<file path="config.mk">
export PLATFORM = sky130hd
export DESIGN_NAME = reset_sequencer
export DESIGN_NICKNAME = d
export VERILOG_FILES = /design/src/inc/rst_seq_pkg.sv /design/src/inc/hold_count_if.sv /design/src/logic/hold_counter.sv /design/src/logic/reset_sequencer.sv
export SDC_FILE = /design/constraint.sdc
export NUM_CORES = 1
export LEC_CHECK = 0
export BUFFER_PORTS_ARGS = -buffer_cell sky130_fd_sc_hd__buf_2
export CAP_MARGIN = 20
export CORE_UTILIZATION = 40
export DETAILED_ROUTE_END_ITERATION = 12
export PLACE_DENSITY = 0.71
export SYNTH_ARGS = -nofsm -noshare
export SYNTH_HDL_FRONTEND = slang
export SYNTH_SLANG_ARGS = --single-unit
</file>
<file path="constraint.sdc">
create_clock -name clk -period 2.1 [get_ports clk]
set_input_delay 0.315 -clock clk [delete_from_list [all_inputs] [get_ports clk]]
set_output_delay 0.315 -clock clk [all_outputs]
set_load 0.05 [all_outputs]
</file>
<file path="src/inc/rst_seq_pkg.sv">
// package for the debug reset and halt recovery sequencer
// assumes a 250 MHz system clock and a slow watchdog oscillator clock sampled as a pin
package rst_seq_pkg;
    localparam int WDO_CYCLES = 66;
    localparam int SYS_CYCLES = 16;
    localparam int CNT_W = 7;
    localparam logic [CNT_W-1:0] WDO_LAST = CNT_W'(WDO_CYCLES - 1);
    localparam logic [CNT_W-1:0] SYS_LAST = CNT_W'(SYS_CYCLES - 1);
    localparam logic [CNT_W-1:0] CNT_ZERO = 7'h00;
    localparam logic [15:0] RESET_VECTOR_ADDR = 16'h0002;
    // status flag positions inside the watchdog control/status byte
    localparam int POR_BIT = 7;
    localparam int STOP_BIT = 6;
    localparam int WDT_BIT = 5;
    localparam int EXT_BIT = 4;
    localparam logic [7:0] STATUS_RESET = 8'h80;
    localparam logic [3:0] ROLE_HIGH_CLEAR = 4'h0;
    localparam int APB_AW = 12;
    localparam logic [APB_AW-1:0] CTRL_ADDR = 12'h000;
    localparam logic [APB_AW-1:0] STATUS_ADDR = 12'h004;
    localparam logic [APB_AW-1:0] WAKE_EN_ADDR = 12'h008;
    localparam int CTRL_RST_BIT = 1;
    localparam int CTRL_WDT_IRQ_BIT = 2;
    localparam int CTRL_IRQ_EN_BIT = 3;
    localparam int WAKE_W = 8;
    typedef enum logic [2:0] {
        RUN = 3'b000,
        HALTED = 3'b001,
        HOLD_WDO = 3'b011,
        HOLD_SYS = 3'b010,
        DBG_RESET = 3'b110
    } seq_state_t;
endpackage : rst_seq_pkg

</file>
<file path="src/inc/hold_count_if.sv">
// carries the hold counter controls between sequencer and counter
// assumes both ends run on the system clock
`timescale 1ns/1ps
interface hold_count_if;
    import rst_seq_pkg::*;
    logic clear;
    logic step;
    logic [CNT_W-1:0] count;
    modport ctrl (output clear, output step, input count);
    modport cnt (input clear, input step, output count);
endinterface : hold_count_if

</file>
<file path="src/logic/hold_counter.sv">
// hold counter for both recovery phases
// assumes clear and step come from logic on the system clock
`timescale 1ns/1ps
module hold_counter
(
    input wire logic clk,
    input wire logic rst_b,
    hold_count_if.cnt hc
);
    import rst_seq_pkg::*;
    typedef struct packed {
        logic [CNT_W-1:0] cnt;
    } cnt_state_t;
    cnt_state_t s_q;
    cnt_state_t s_d;
    always_comb
    begin
        s_d = s_q;
        if (hc.clear)
        begin
            s_d.cnt = CNT_ZERO;
        end
        else if (hc.step)
        begin
            s_d.cnt = CNT_W'(s_q.cnt + 1'b1);
        end
    end
    always_ff @(posedge clk or negedge rst_b)
    begin
        if (!rst_b)
        begin
            s_q <= '0;
        end
        else
        begin
            s_q <= s_d;
        end
    end
    assign hc.count = s_q.cnt;
endmodule : hold_counter

</file>
<file path="src/logic/reset_sequencer.sv">
// debug reset and halt-state recovery sequencer with an APB register port
// assumes the watchdog oscillator and wake pins are asynchronous; core signals share clk
//
// The register offsets and register access over APB were decided locally.
`timescale 1ns/1ps
module reset_sequencer
(
    input wire logic clk,
    input wire logic rst_b,
    input wire logic psel,
    input wire logic penable,
    input wire logic pwrite,
    input wire logic [rst_seq_pkg::APB_AW-1:0] paddr,
    input wire logic [31:0] pwdata,
    output logic [31:0] prdata,
    output logic pready,
    output logic pslverr,
    input wire logic wdoClk,
    input wire logic [rst_seq_pkg::WAKE_W-1:0] wakePins,
    input wire logic haltExec,
    input wire logic watchdogTimeout,
    output logic sysReset_b,
    output logic debugReset_b,
    output logic fetchVector,
    output logic [15:0] vectorAddr,
    output logic wdtIrqReq,
    output logic halted
);
    import rst_seq_pkg::*;
    // ****************************************
    // state
    // ****************************************
    typedef struct packed {
        seq_state_t st;
        logic [1:0] wdoSync;
        logic wdoPrev;
        logic [WAKE_W-1:0] wakeS1;
        logic [WAKE_W-1:0] wakeS2;
        logic [WAKE_W-1:0] wakePrev;
        logic [WAKE_W-1:0] wakeEn;
        logic rstReq;
        logic wdtIrqMode;
        logic irqEn;
        logic [7:0] status;
        logic dbgCause;
        logic wdtWake;
        logic fetch;
        logic irqReq;
        logic [31:0] rdata;
    } seq_t;
    seq_t s_q;
    seq_t s_d;
    hold_count_if hc ();
    hold_counter u_cnt (.clk(clk), .rst_b(rst_b), .hc(hc));
    logic wdoRise;
    logic [WAKE_W-1:0] wakeEdge;
    logic wake;
    logic apbWr;
    logic apbRd;
    assign wdoRise = s_q.wdoSync[1] & ~s_q.wdoPrev;
    assign wakeEdge = (s_q.wakeS2 ^ s_q.wakePrev) & s_q.wakeEn;
    assign wake = (|wakeEdge) | watchdogTimeout;
    assign apbWr = psel & penable & pwrite;
    assign apbRd = psel & penable & ~pwrite;
    // ****************************************
    // next state
    // ****************************************
    always_comb
    begin
        s_d = s_q;
        hc.clear = 1'b0;
        hc.step = 1'b0;
        s_d.wdoSync = {s_q.wdoSync[0], wdoClk};
        s_d.wdoPrev = s_q.wdoSync[1];
        s_d.wakeS1 = wakePins;
        s_d.wakeS2 = s_q.wakeS1;
        s_d.wakePrev = s_q.wakeS2;
        s_d.fetch = 1'b0;
        if (apbWr && paddr == CTRL_ADDR)
        begin
            s_d.rstReq = pwdata[CTRL_RST_BIT];
            s_d.wdtIrqMode = pwdata[CTRL_WDT_IRQ_BIT];
            s_d.irqEn = pwdata[CTRL_IRQ_EN_BIT];
        end
        if (apbWr && paddr == WAKE_EN_ADDR)
        begin
            s_d.wakeEn = pwdata[WAKE_W-1:0];
        end
        if (apbRd)
        begin
            unique case (paddr)
                CTRL_ADDR: s_d.rdata = 32'({s_q.irqEn, s_q.wdtIrqMode, s_q.rstReq, 1'b0});
                STATUS_ADDR:
                begin
                    s_d.rdata = 32'(s_q.status);
                    s_d.status[7:4] = ROLE_HIGH_CLEAR;
                end
                WAKE_EN_ADDR: s_d.rdata = 32'(s_q.wakeEn);
                default: s_d.rdata = 32'h0000_0000;
            endcase
        end
        unique case (s_q.st)
            RUN:
            begin
                if (s_q.rstReq)
                begin
                    s_d.st = HOLD_SYS;
                    s_d.dbgCause = 1'b1;
                    hc.clear = 1'b1;
                end
                else if (haltExec)
                begin
                    s_d.st = HALTED;
                end
            end
            HALTED:
            begin
                if (wake)
                begin
                    s_d.st = HOLD_WDO;
                    hc.clear = 1'b1;
                    s_d.wdtWake = watchdogTimeout;
                end
            end
            HOLD_WDO:
            begin
                if (wdoRise)
                begin
                    if (hc.count == WDO_LAST)
                    begin
                        s_d.st = HOLD_SYS;
                        hc.clear = 1'b1;
                    end
                    else
                    begin
                        hc.step = 1'b1;
                    end
                end
            end
            HOLD_SYS:
            begin
                s_d.rstReq = 1'b0;
                if (hc.count == SYS_LAST)
                begin
                    s_d.st = RUN;
                    s_d.fetch = 1'b1;
                    if (s_q.dbgCause)
                    begin
                        s_d.status = STATUS_RESET;
                    end
                    else
                    begin
                        s_d.status[STOP_BIT] = 1'b1;
                        s_d.status[WDT_BIT] = s_q.wdtWake;
                        s_d.irqReq = s_q.wdtWake & s_q.wdtIrqMode & s_q.irqEn;
                    end
                    s_d.dbgCause = 1'b0;
                    s_d.wdtWake = 1'b0;
                end
                else
                begin
                    hc.step = 1'b1;
                end
            end
            default:
            begin
                s_d.st = RUN;
            end
        endcase
        if (s_q.irqReq && s_q.st == RUN && !watchdogTimeout)
        begin
            s_d.irqReq = 1'b0;
        end
    end
    always_ff @(posedge clk or negedge rst_b)
    begin
        if (!rst_b)
        begin
            s_q <= '0;
            s_q.status <= STATUS_RESET;
        end
        else
        begin
            s_q <= s_d;
        end
    end
    // ****************************************
    // outputs
    // ****************************************
    // the debugger reset never drives debugReset_b; only the pin reset does
    assign debugReset_b = rst_b;
    // only the status byte changes; the rest of the chip keeps its contents (halt recovery)
    assign sysReset_b = !(s_q.st == HOLD_WDO || s_q.st == HOLD_SYS);
    assign fetchVector = s_q.fetch;
    assign vectorAddr = RESET_VECTOR_ADDR;
    assign wdtIrqReq = s_q.irqReq;
    assign halted = (s_q.st == HALTED);
    assign prdata = s_q.rdata;
    assign pready = 1'b1;
    assign pslverr = 1'b0;
endmodule : reset_sequencer
</file>
* After elaboration in Yosys (flattened, before gate mapping)
Index checks and enable logic that the tools add are counted.
** Storage, ports and cells
- Register bits after elaboration :: 88
- Input bits :: 60
- Output and inout port bits :: 55
** Cells by class
- Add/subtract/negate cells :: 1
- Equality and inequality tests :: 14
- Muxes and demuxes :: 35
- Bitwise logic cells :: 11
- Reduce and logical (&&, ||, !) cells :: 20
** Operators with widths (number)
- one-hot mux 8 bit (3 select lines) :: 1
- two-way mux 3 bit :: 7
- two-way mux 7 bit :: 2
- two-way mux 1 bit :: 13
- == test 12 x 3 -> 1 bit (second input constant) :: 1
- == test 12 x 4 -> 1 bit (second input constant) :: 1
- logical NOT 12 bit :: 1
- two-way mux 12 bit :: 1
- one-hot mux 3 bit (4 select lines) :: 1
- nonzero test 2 bit :: 6
- AND reduction 3 bit :: 3
- bitwise AND 8 bit :: 1
- two-way mux 4 bit :: 2
- two-way mux 8 bit :: 1
- != test 2 bit (second input constant) :: 4
- OR reduction 8 bit :: 1
- bitwise XOR 8 bit :: 1
- adder 7 x 1 -> 7 bit (second input constant) :: 1
- == test 7 x 4 -> 1 bit (second input constant) :: 1
- == test 7 bit (second input constant) :: 1
- bitwise AND 1 bit :: 6
- == test 3 x 2 -> 1 bit (second input constant) :: 2
- one-hot mux 1 bit (2 select lines) :: 3
- two-way mux 5 bit :: 1
- other kinds (12) :: 19

* Logic depth before layout (Yosys ltp)
Gate-level depths: netlist (run 1).
- Word-level depth :: 7
- Gate-level depth with buffers :: 7

* Cells and area by module
Synthesis (run 1) repeated with hierarchy kept, for this count alone.
** Second synthesis, totals
- Cell total of the unflattened synthesis :: 246
- Area, all modules :: 2845.2 um2
** Modules (own cells, without submodules)
- reset_sequencer :: times used 1, cells each 217, area an instance 2537.4 um2, seq. area each 1402.6 um2
- hold_counter :: times used 1, cells each 29, area an instance 307.8 um2, seq. area each 175.2 um2

* Least setup slack after synthesis (run 1)
Ideal clock, no wire load.
- Kind :: register -> register
- Start :: register s_q[82] in the netlist's numbering
- End :: register s_q[34] in the netlist's numbering
- Data arrival time :: 1591 ps
- Required time :: 1978 ps
- Path slack :: 387 ps
- Cell stages (with the launch flop) :: 6
- Buffers on the path :: 1
- Path through :: dfrtp_1 buf_4 inv_1 nor2_1 nand2_1 a32o_1
** Between the ends
- Word-level cells in the longest chain between the ends :: 3
- Elaborated cells between the ends (all ways) :: 7
** Ends and longest elaborated chain
- start: declaration :: line reset_sequencer.sv:51 : seq_t s_q;
- == test 3 x 1 -> 1 bit *
- named net halted :: line reset_sequencer.sv:27 : output logic halted
- != test 2 x 1 -> 1 bit (no line) or nonzero test 2 bit (tied branches)
- AND reduction 3 bit (no line)
Mark *: on every way through the listed nets, which the timed path passes. The rest lies on a longest branch.
A chain may end at the register's enable or synchronous reset.

* Worst setup path after layout (run 1)
- Start :: register s_q[82] in the netlist's numbering
- End :: output port halted
** Between the ends
- Word-level cells in the longest chain between the ends :: 1
** Ends and longest elaborated chain
- == test 3 x 1 -> 1 bit :: line reset_sequencer.sv:197 : assign halted = (s_q.st == HALTED);
- end: declaration :: line reset_sequencer.sv:27
Every way passes these cells.

==> results.toml, run 1 <==
[layout]
nets = 363
drive_above_1_share_pct = 28.1
ff_latch_area_um2 = 1580
n_antenna_cell = 0
fillers = 638
final_cells = 402
multi_input_area_um2 = 1090
synthToLayoutAreaGrowth_pct = 10.5

[floorplan]
io_pins = 115
core_um2 = 6940
rows = 30
die_area_um2 = 7730
fp.dieW_um = 87.9
start_util_pct = 42.5
dieHeight_um = 87.9

[logic_synthesis]
synthAdderAreaFrac_pct = 0.847
yosys_warnings = 0
ys_ff_latch = 63
synth_most_common_cell = "dfrtp_1"
synth_top_family_by_area = "buffers and inverters"
synth.area.top_cells = "dfrtp_1 (53%), buf_4 (13%), mux2_4 (4.1%), xor2_1 (3.9%), nor2_1 (2.3%)"
synth_cell_types = 44
synthFlopType = "dfrtp_1"
synth_compound_area_share_pct = 7.92
postSynthAreaPerCell_um2 = 11.6
syn_inst = 255
synth_mux_area_share_pct = 6.19
synth-edff-count = 0
yosysSeqAreaShare_pct = 53.4
synthXorXnorAreaFrac_pct = 4.15
synth_top_cells_by_count = "dfrtp_1 (62), buf_4 (53), nor2_1 (18), nand2_1 (17), xor2_1 (13)"
synth_simple_gate_area_share_pct = 12.4
synth_largest_area_cell = "dfrtp_1"
synth_top_cell_area_share_pct = 52.5
netlist_area_um2 = 2950
async_reset_ff_share_pct = 100

[placement]
dp_hpwl_mm = 3.51
place_inst = 386
place.gp.congestion = 0.851
io_buffers = 48

[run]
maxCapViolations = 0

[sta]
rsz0062_at_grt = "no"
max_freq_mhz = 549
clock_skew_ns = 0.00698
period_needed_ns = 1.82
report.final.slew_viol_count = 0
setup_viol = 0
slew_headroom_pct = 49.6
setup_tns_ns = 0
worst_pin_slew_ns = 0.756
hold_violations = 0
period_share_pct = 86.8

[critical_path]
cp_cell_sequence = "inv_1 > nor2_1 > buf_2"
cp.arrival_ns = 1.51
critPathCaptureType = "output port"
slowest_delay_ns = 0.51
r2r-start = "u_cnt.hc.count[0]"
crit_type = "reg2out"
crit_family = "flip-flops"
r2r_end = "u_cnt.hc.count[1]"
rr_worst_depth = 6
reg2reg_setup_slack_ns = 0.38
startpoint_type = "flop"
crit_required_ns = 1.78
cp_max_fo = 10
cp_slowest_cell = "dfrtp_1"
path_buf_inv = 2

[clock_network]
clkSlewWorstSetupHoldPaths_ns = 0.06
numCtsBuffers = 9
cts.path.max_buffers = 2
hold_buffers = 0
clock-sinks = 63
cts_setup_buffers = 0
cts_resized = 0
cts_tree = "yes"
clockRootBuffer = "clkbuf_8"
htree_num_levels = 3
clock_latency_ns = 0.33

[grt]
grt_max_degree = 64
grt_pass1_vias = 1626
grt_pass1_wl_mm = 7.74
grt_use_total_pct = 13.8
antenna_found_initial = 0
grt_overflow_total = 0

[drt]
wire_per_inst_um = 11.9
dr.first_iter.drc_count = 123
viasPerCell = 4.40
final_antenna_net_count = 0
vias = 1768
first_pass_iters = 5
drt_wl_total_mm = 4.79
drc = 0

[pwr]
sequentialPowerShare_pct = 47.8
ir_worst_vdd_v = 0.000545
pwr-share-clk_pct = 33.7
p_per_area_nw_per_um2 = 903
total_power_w = 0.00294
intPower_w = 0.00203
p_sw_share_pct = 30.9
power.switching_w = 0.000911
comb_power_share_pct = 18.5
leakagePower_nw = 1.68

[status]
status = "completed"

[worst_hold_path]
hold_path_class = "in2reg"
whs_path_depth = 1
whs_endpoint = "s_d[64]"
hold_start = "wakePins[1]"
==> routing by layer <==
| layer | wire [µm] | GRT usage (%) | vias to the layer above |
|---|---|---|---|
| li1 | - | - | 862 |
| met1 | 2060 | 16.3 | 841 |
| met2 | 2380 | 22.7 | 59 |
| met3 | 304 | 5.28 | 6 |
| met4 | 47 | 5.81 | 0 |
| met5 | 0 | 0 | - |
==> through the flow <==
stage,worst slack (ns),hold WS [ns],util [%],area [µm²]
2_1_floorplan,0.387,0.0194,-,3100
3_3_place_gp,0.329,0.333,44.2,3070
3_5_place_dp,0.328,0.336,44.2,3070
4_1_cts,0.253,0.0672,47.0,3260
5_1_grt,0.120,0.0697,47.0,3260
6_report,0.277,0.0868,47.0,3260
==> flip-flops by register name, indices dropped and copies added, names as in the netlist <==
register,flops
fetchVector,1
wdtIrqReq,1
s_d,18
u_cnt.hc.count,7
prdata,8
s_q,28
==> area by class of cell <==
cell class,instances,share of cell area [%]
Tap cell,96,3.68
Timing Repair Buffer,50,7.83
Multi-Input combinational cell,169,33.4
Inverter,8,0.921
Clock inverter,4,1.38
Clock buffer,12,4.45
Sequential cell,63,48.4
==> cells by family (layout without fill, tap and decap cells) <==
group,count (synthesis),after routing
flops,63,63
fa+ha+maj,2,2
mux,14,14
compound gates,35,35
xor+xnor,14,14
buf+inv,63,74
simple gates,62,62
other cells,2,42
==> how the worst max path moves through the flow <==
stage | startpoint | endpoint | slack [ns] | cells past startpoint
global route | s_q[82] | halted | 0.12 | 3
finish | s_q[82] | halted | 0.28 | 3
global placement | paddr[7] | s_q[44] | 0.33 | 5
detailed placement | paddr[7] | s_q[44] | 0.33 | 5
floorplan | s_q[82] | s_q[34] | 0.39 | 5
CTS | s_q[82] | halted | 0.25 | 3
==> power by group through the flow <==
stage,registers (W),clock network (W),logic (W)
6_report,0.00141,0.000994,0.000544
3_5_place_dp,0.00143,0,0.000547
5_1_grt,0.00142,0.00109,0.000600
2_1_floorplan,0.00140,0,0.000509
3_3_place_gp,0.00142,0,0.000539
4_1_cts,0.00141,0.00103,0.000549
==> worst reg2reg max path, stage by stage, from the launching register on <==
cell and delay, ns:
dfrtp_1 0.42, ha_1 0.22, and3_1 0.24, a21oi_1 0.29, or2_4 0.20, nor2_1 0.04
a211oi_1 0.22
==> cells in the final DEF, fill, tap and decap left out, types with 2 or more instances in the layout <==
master	n
a211oi_1	2
a21oi_1	5
a22oi_1	8
and3b_1	2
buf_2	48
buf_4	2
clkbuf_1	2
clkbuf_8	10
clkinv_2	3
conb_1	42
dfrtp_1	62
ha_1	2
inv_1	8
mux2_2	2
mux2_4	8
mux2i_1	4
nand2_1	17
nand3_1	4
nand3b_1	2
nand4_1	2
nor2_1	18
nor3_1	3
nor4_4	3
o21ai_0	10
o22ai_1	2
or2_2	2
xor2_1	13
(Power assumes the default switching activity.)
==> run 2, diff against run 1 <==
--- a/config.mk
+++ b/config.mk
@@ -9,6 +9,7 @@
 export CAP_MARGIN = 20
 export CORE_UTILIZATION = 40
 export DETAILED_ROUTE_END_ITERATION = 12
+export MAX_ROUTING_LAYER = met4
 export PLACE_DENSITY = 0.71
 export SYNTH_ARGS = -nofsm -noshare
 export SYNTH_HDL_FRONTEND = slang
==> results.toml, run 2 (same netlist as run 1, synthesis figures left out) <==
[grt]
grt_pass1_wl_mm = 7.73
grt_pass1_vias = 1629
met3_usage_pct = 5.28
use_met2_pct = 22.7
grt.met1_usage_pct = 16.3
antenna_found_initial = 0
grt_overflow_total = 0
grt_max_degree = 64
grt_use_total_pct = 14.3
top_usage_layer = "met2"

[worst_hold_path]
hold_path_class = "in2reg"
hold_start = "wakePins[1]"
whs_path_depth = 1
whs_endpoint = "s_d[64]"

[clock_network]
cts.path.max_buffers = 2
cts_tree = "yes"
clock-sinks = 63
htree_num_levels = 3
clockRootBuffer = "clkbuf_8"
cts_resized = 0
hold_buffers = 0
numCtsBuffers = 9
clkSlewWorstSetupHoldPaths_ns = 0.06
cts_setup_buffers = 0
clock_latency_ns = 0.33

[layout]
largest_reg_flops = 28
top_register = "s_q"
final_cell_mix = "dfrtp_1 (62), buf_2 (48), conb_1 (42), nor2_1 (18), nand2_1 (17)"
fillers = 638
synthToLayoutAreaGrowth_pct = 10.5
nets = 363
fin_util_pct = 47.0
drive_above_1_share_pct = 28.1
layout.cells.most_common = "dfrtp_1"
n_antenna_cell = 0

[critical_path]
r2r_end = "u_cnt.hc.count[1]"
startpoint_type = "flop"
r2r-start = "u_cnt.hc.count[0]"
cp_max_fo = 10
critPathCaptureType = "output port"
rr_worst_depth = 6
reg2reg_setup_slack_ns = 0.38
crit_type = "reg2out"
cp.arrival_ns = 1.51
cp-startpoint = "s_q[82]"
crit_required_ns = 1.78

[floorplan]
fp.dieW_um = 87.9
core_um2 = 6940
start_util_pct = 42.5
io_pins = 115
die_area_um2 = 7730
rows = 30
dieHeight_um = 87.9

[sta]
rsz0062_at_grt = "no"
period_needed_ns = 1.82
period_share_pct = 86.7
clock_skew_ns = 0.00715
hold_violations = 0
setup_viol = 0
setup_tns_ns = 0
slew_headroom_pct = 49.6
worst_pin_slew_ns = 0.755
report.final.slew_viol_count = 0
max_freq_mhz = 549

[drt]
vias = 1763
wire_per_inst_um = 11.8
dr.first_iter.drc_count = 110
drc = 0
viasPerCell = 4.39
first_pass_iters = 4
drt_wl_total_mm = 4.75
final_antenna_net_count = 0

[placement]
io_buffers = 48
place.gp.congestion = 0.865
dp_hpwl_mm = 3.51

[run]
maxCapViolations = 0

[pwr]
p_per_area_nw_per_um2 = 902
ir_worst_vdd_v = 0.000545
total_power_w = 0.00294
leakagePower_nw = 1.68

[status]
status = "completed"
[run 2: cell counts in the layout (fill, tap and decap cells not counted)]
No cell type changed its count.
[run 2: worst max path at each step]
stage,slack (ns),cells past startpoint,end
final,0.28,3,halted
after global routing,0.12,3,halted
after CTS,0.25,3,halted
after detailed placement,0.33,5,s_q[44]
after global placement,0.33,5,s_q[44]
after floorplan,0.39,5,s_q[34]
[run 2: worst max-delay path, stage by stage, from the launching register on]
cell	delay, ns
dfrtp_1	0.50
inv_1	0.12
nor2_1	0.24
buf_2	0.32
[run 2: where the power goes]
group	switching, W	total (W)	leakage, nW	internal [W]
Sequential	0.0000967	0.00141	0.788	0.00131
Clock	0.000418	0.000992	0.100	0.000575
Combinational	0.000394	0.000543	0.797	0.000149
[run 2: layer usage]
metal / wire [µm] / vias up
li1: - / 862
met1: 2010 / 834
met2: 2370 / 60
met3: 319 / 7
met4: 54 / 0
met5: 0 / -
[run 2: final cells by class]
type	count	area, µm²	area share [%]
multi-input cells	169	1090	33.4
inverters	8	30.0	0.921
clock buffers	12	145	4.45
flip-flops and latches	63	1580	48.4
clock inverters	4	45.0	1.38
repair buffers	50	255	7.83
well taps	96	120	3.68
[run 2: metrics by stage]
stage | cells | cell area (µm²) | hold WS [ns] | worst slack, ns
floorplan | 295 | 3100 | 0.0194 | 0.387
global placement | 386 | 3070 | 0.333 | 0.329
detailed placement | 386 | 3070 | 0.336 | 0.328
CTS | 402 | 3260 | 0.0672 | 0.253
global route | 402 | 3260 | 0.0696 | 0.120
finish | 402 | 3260 | 0.0883 | 0.279
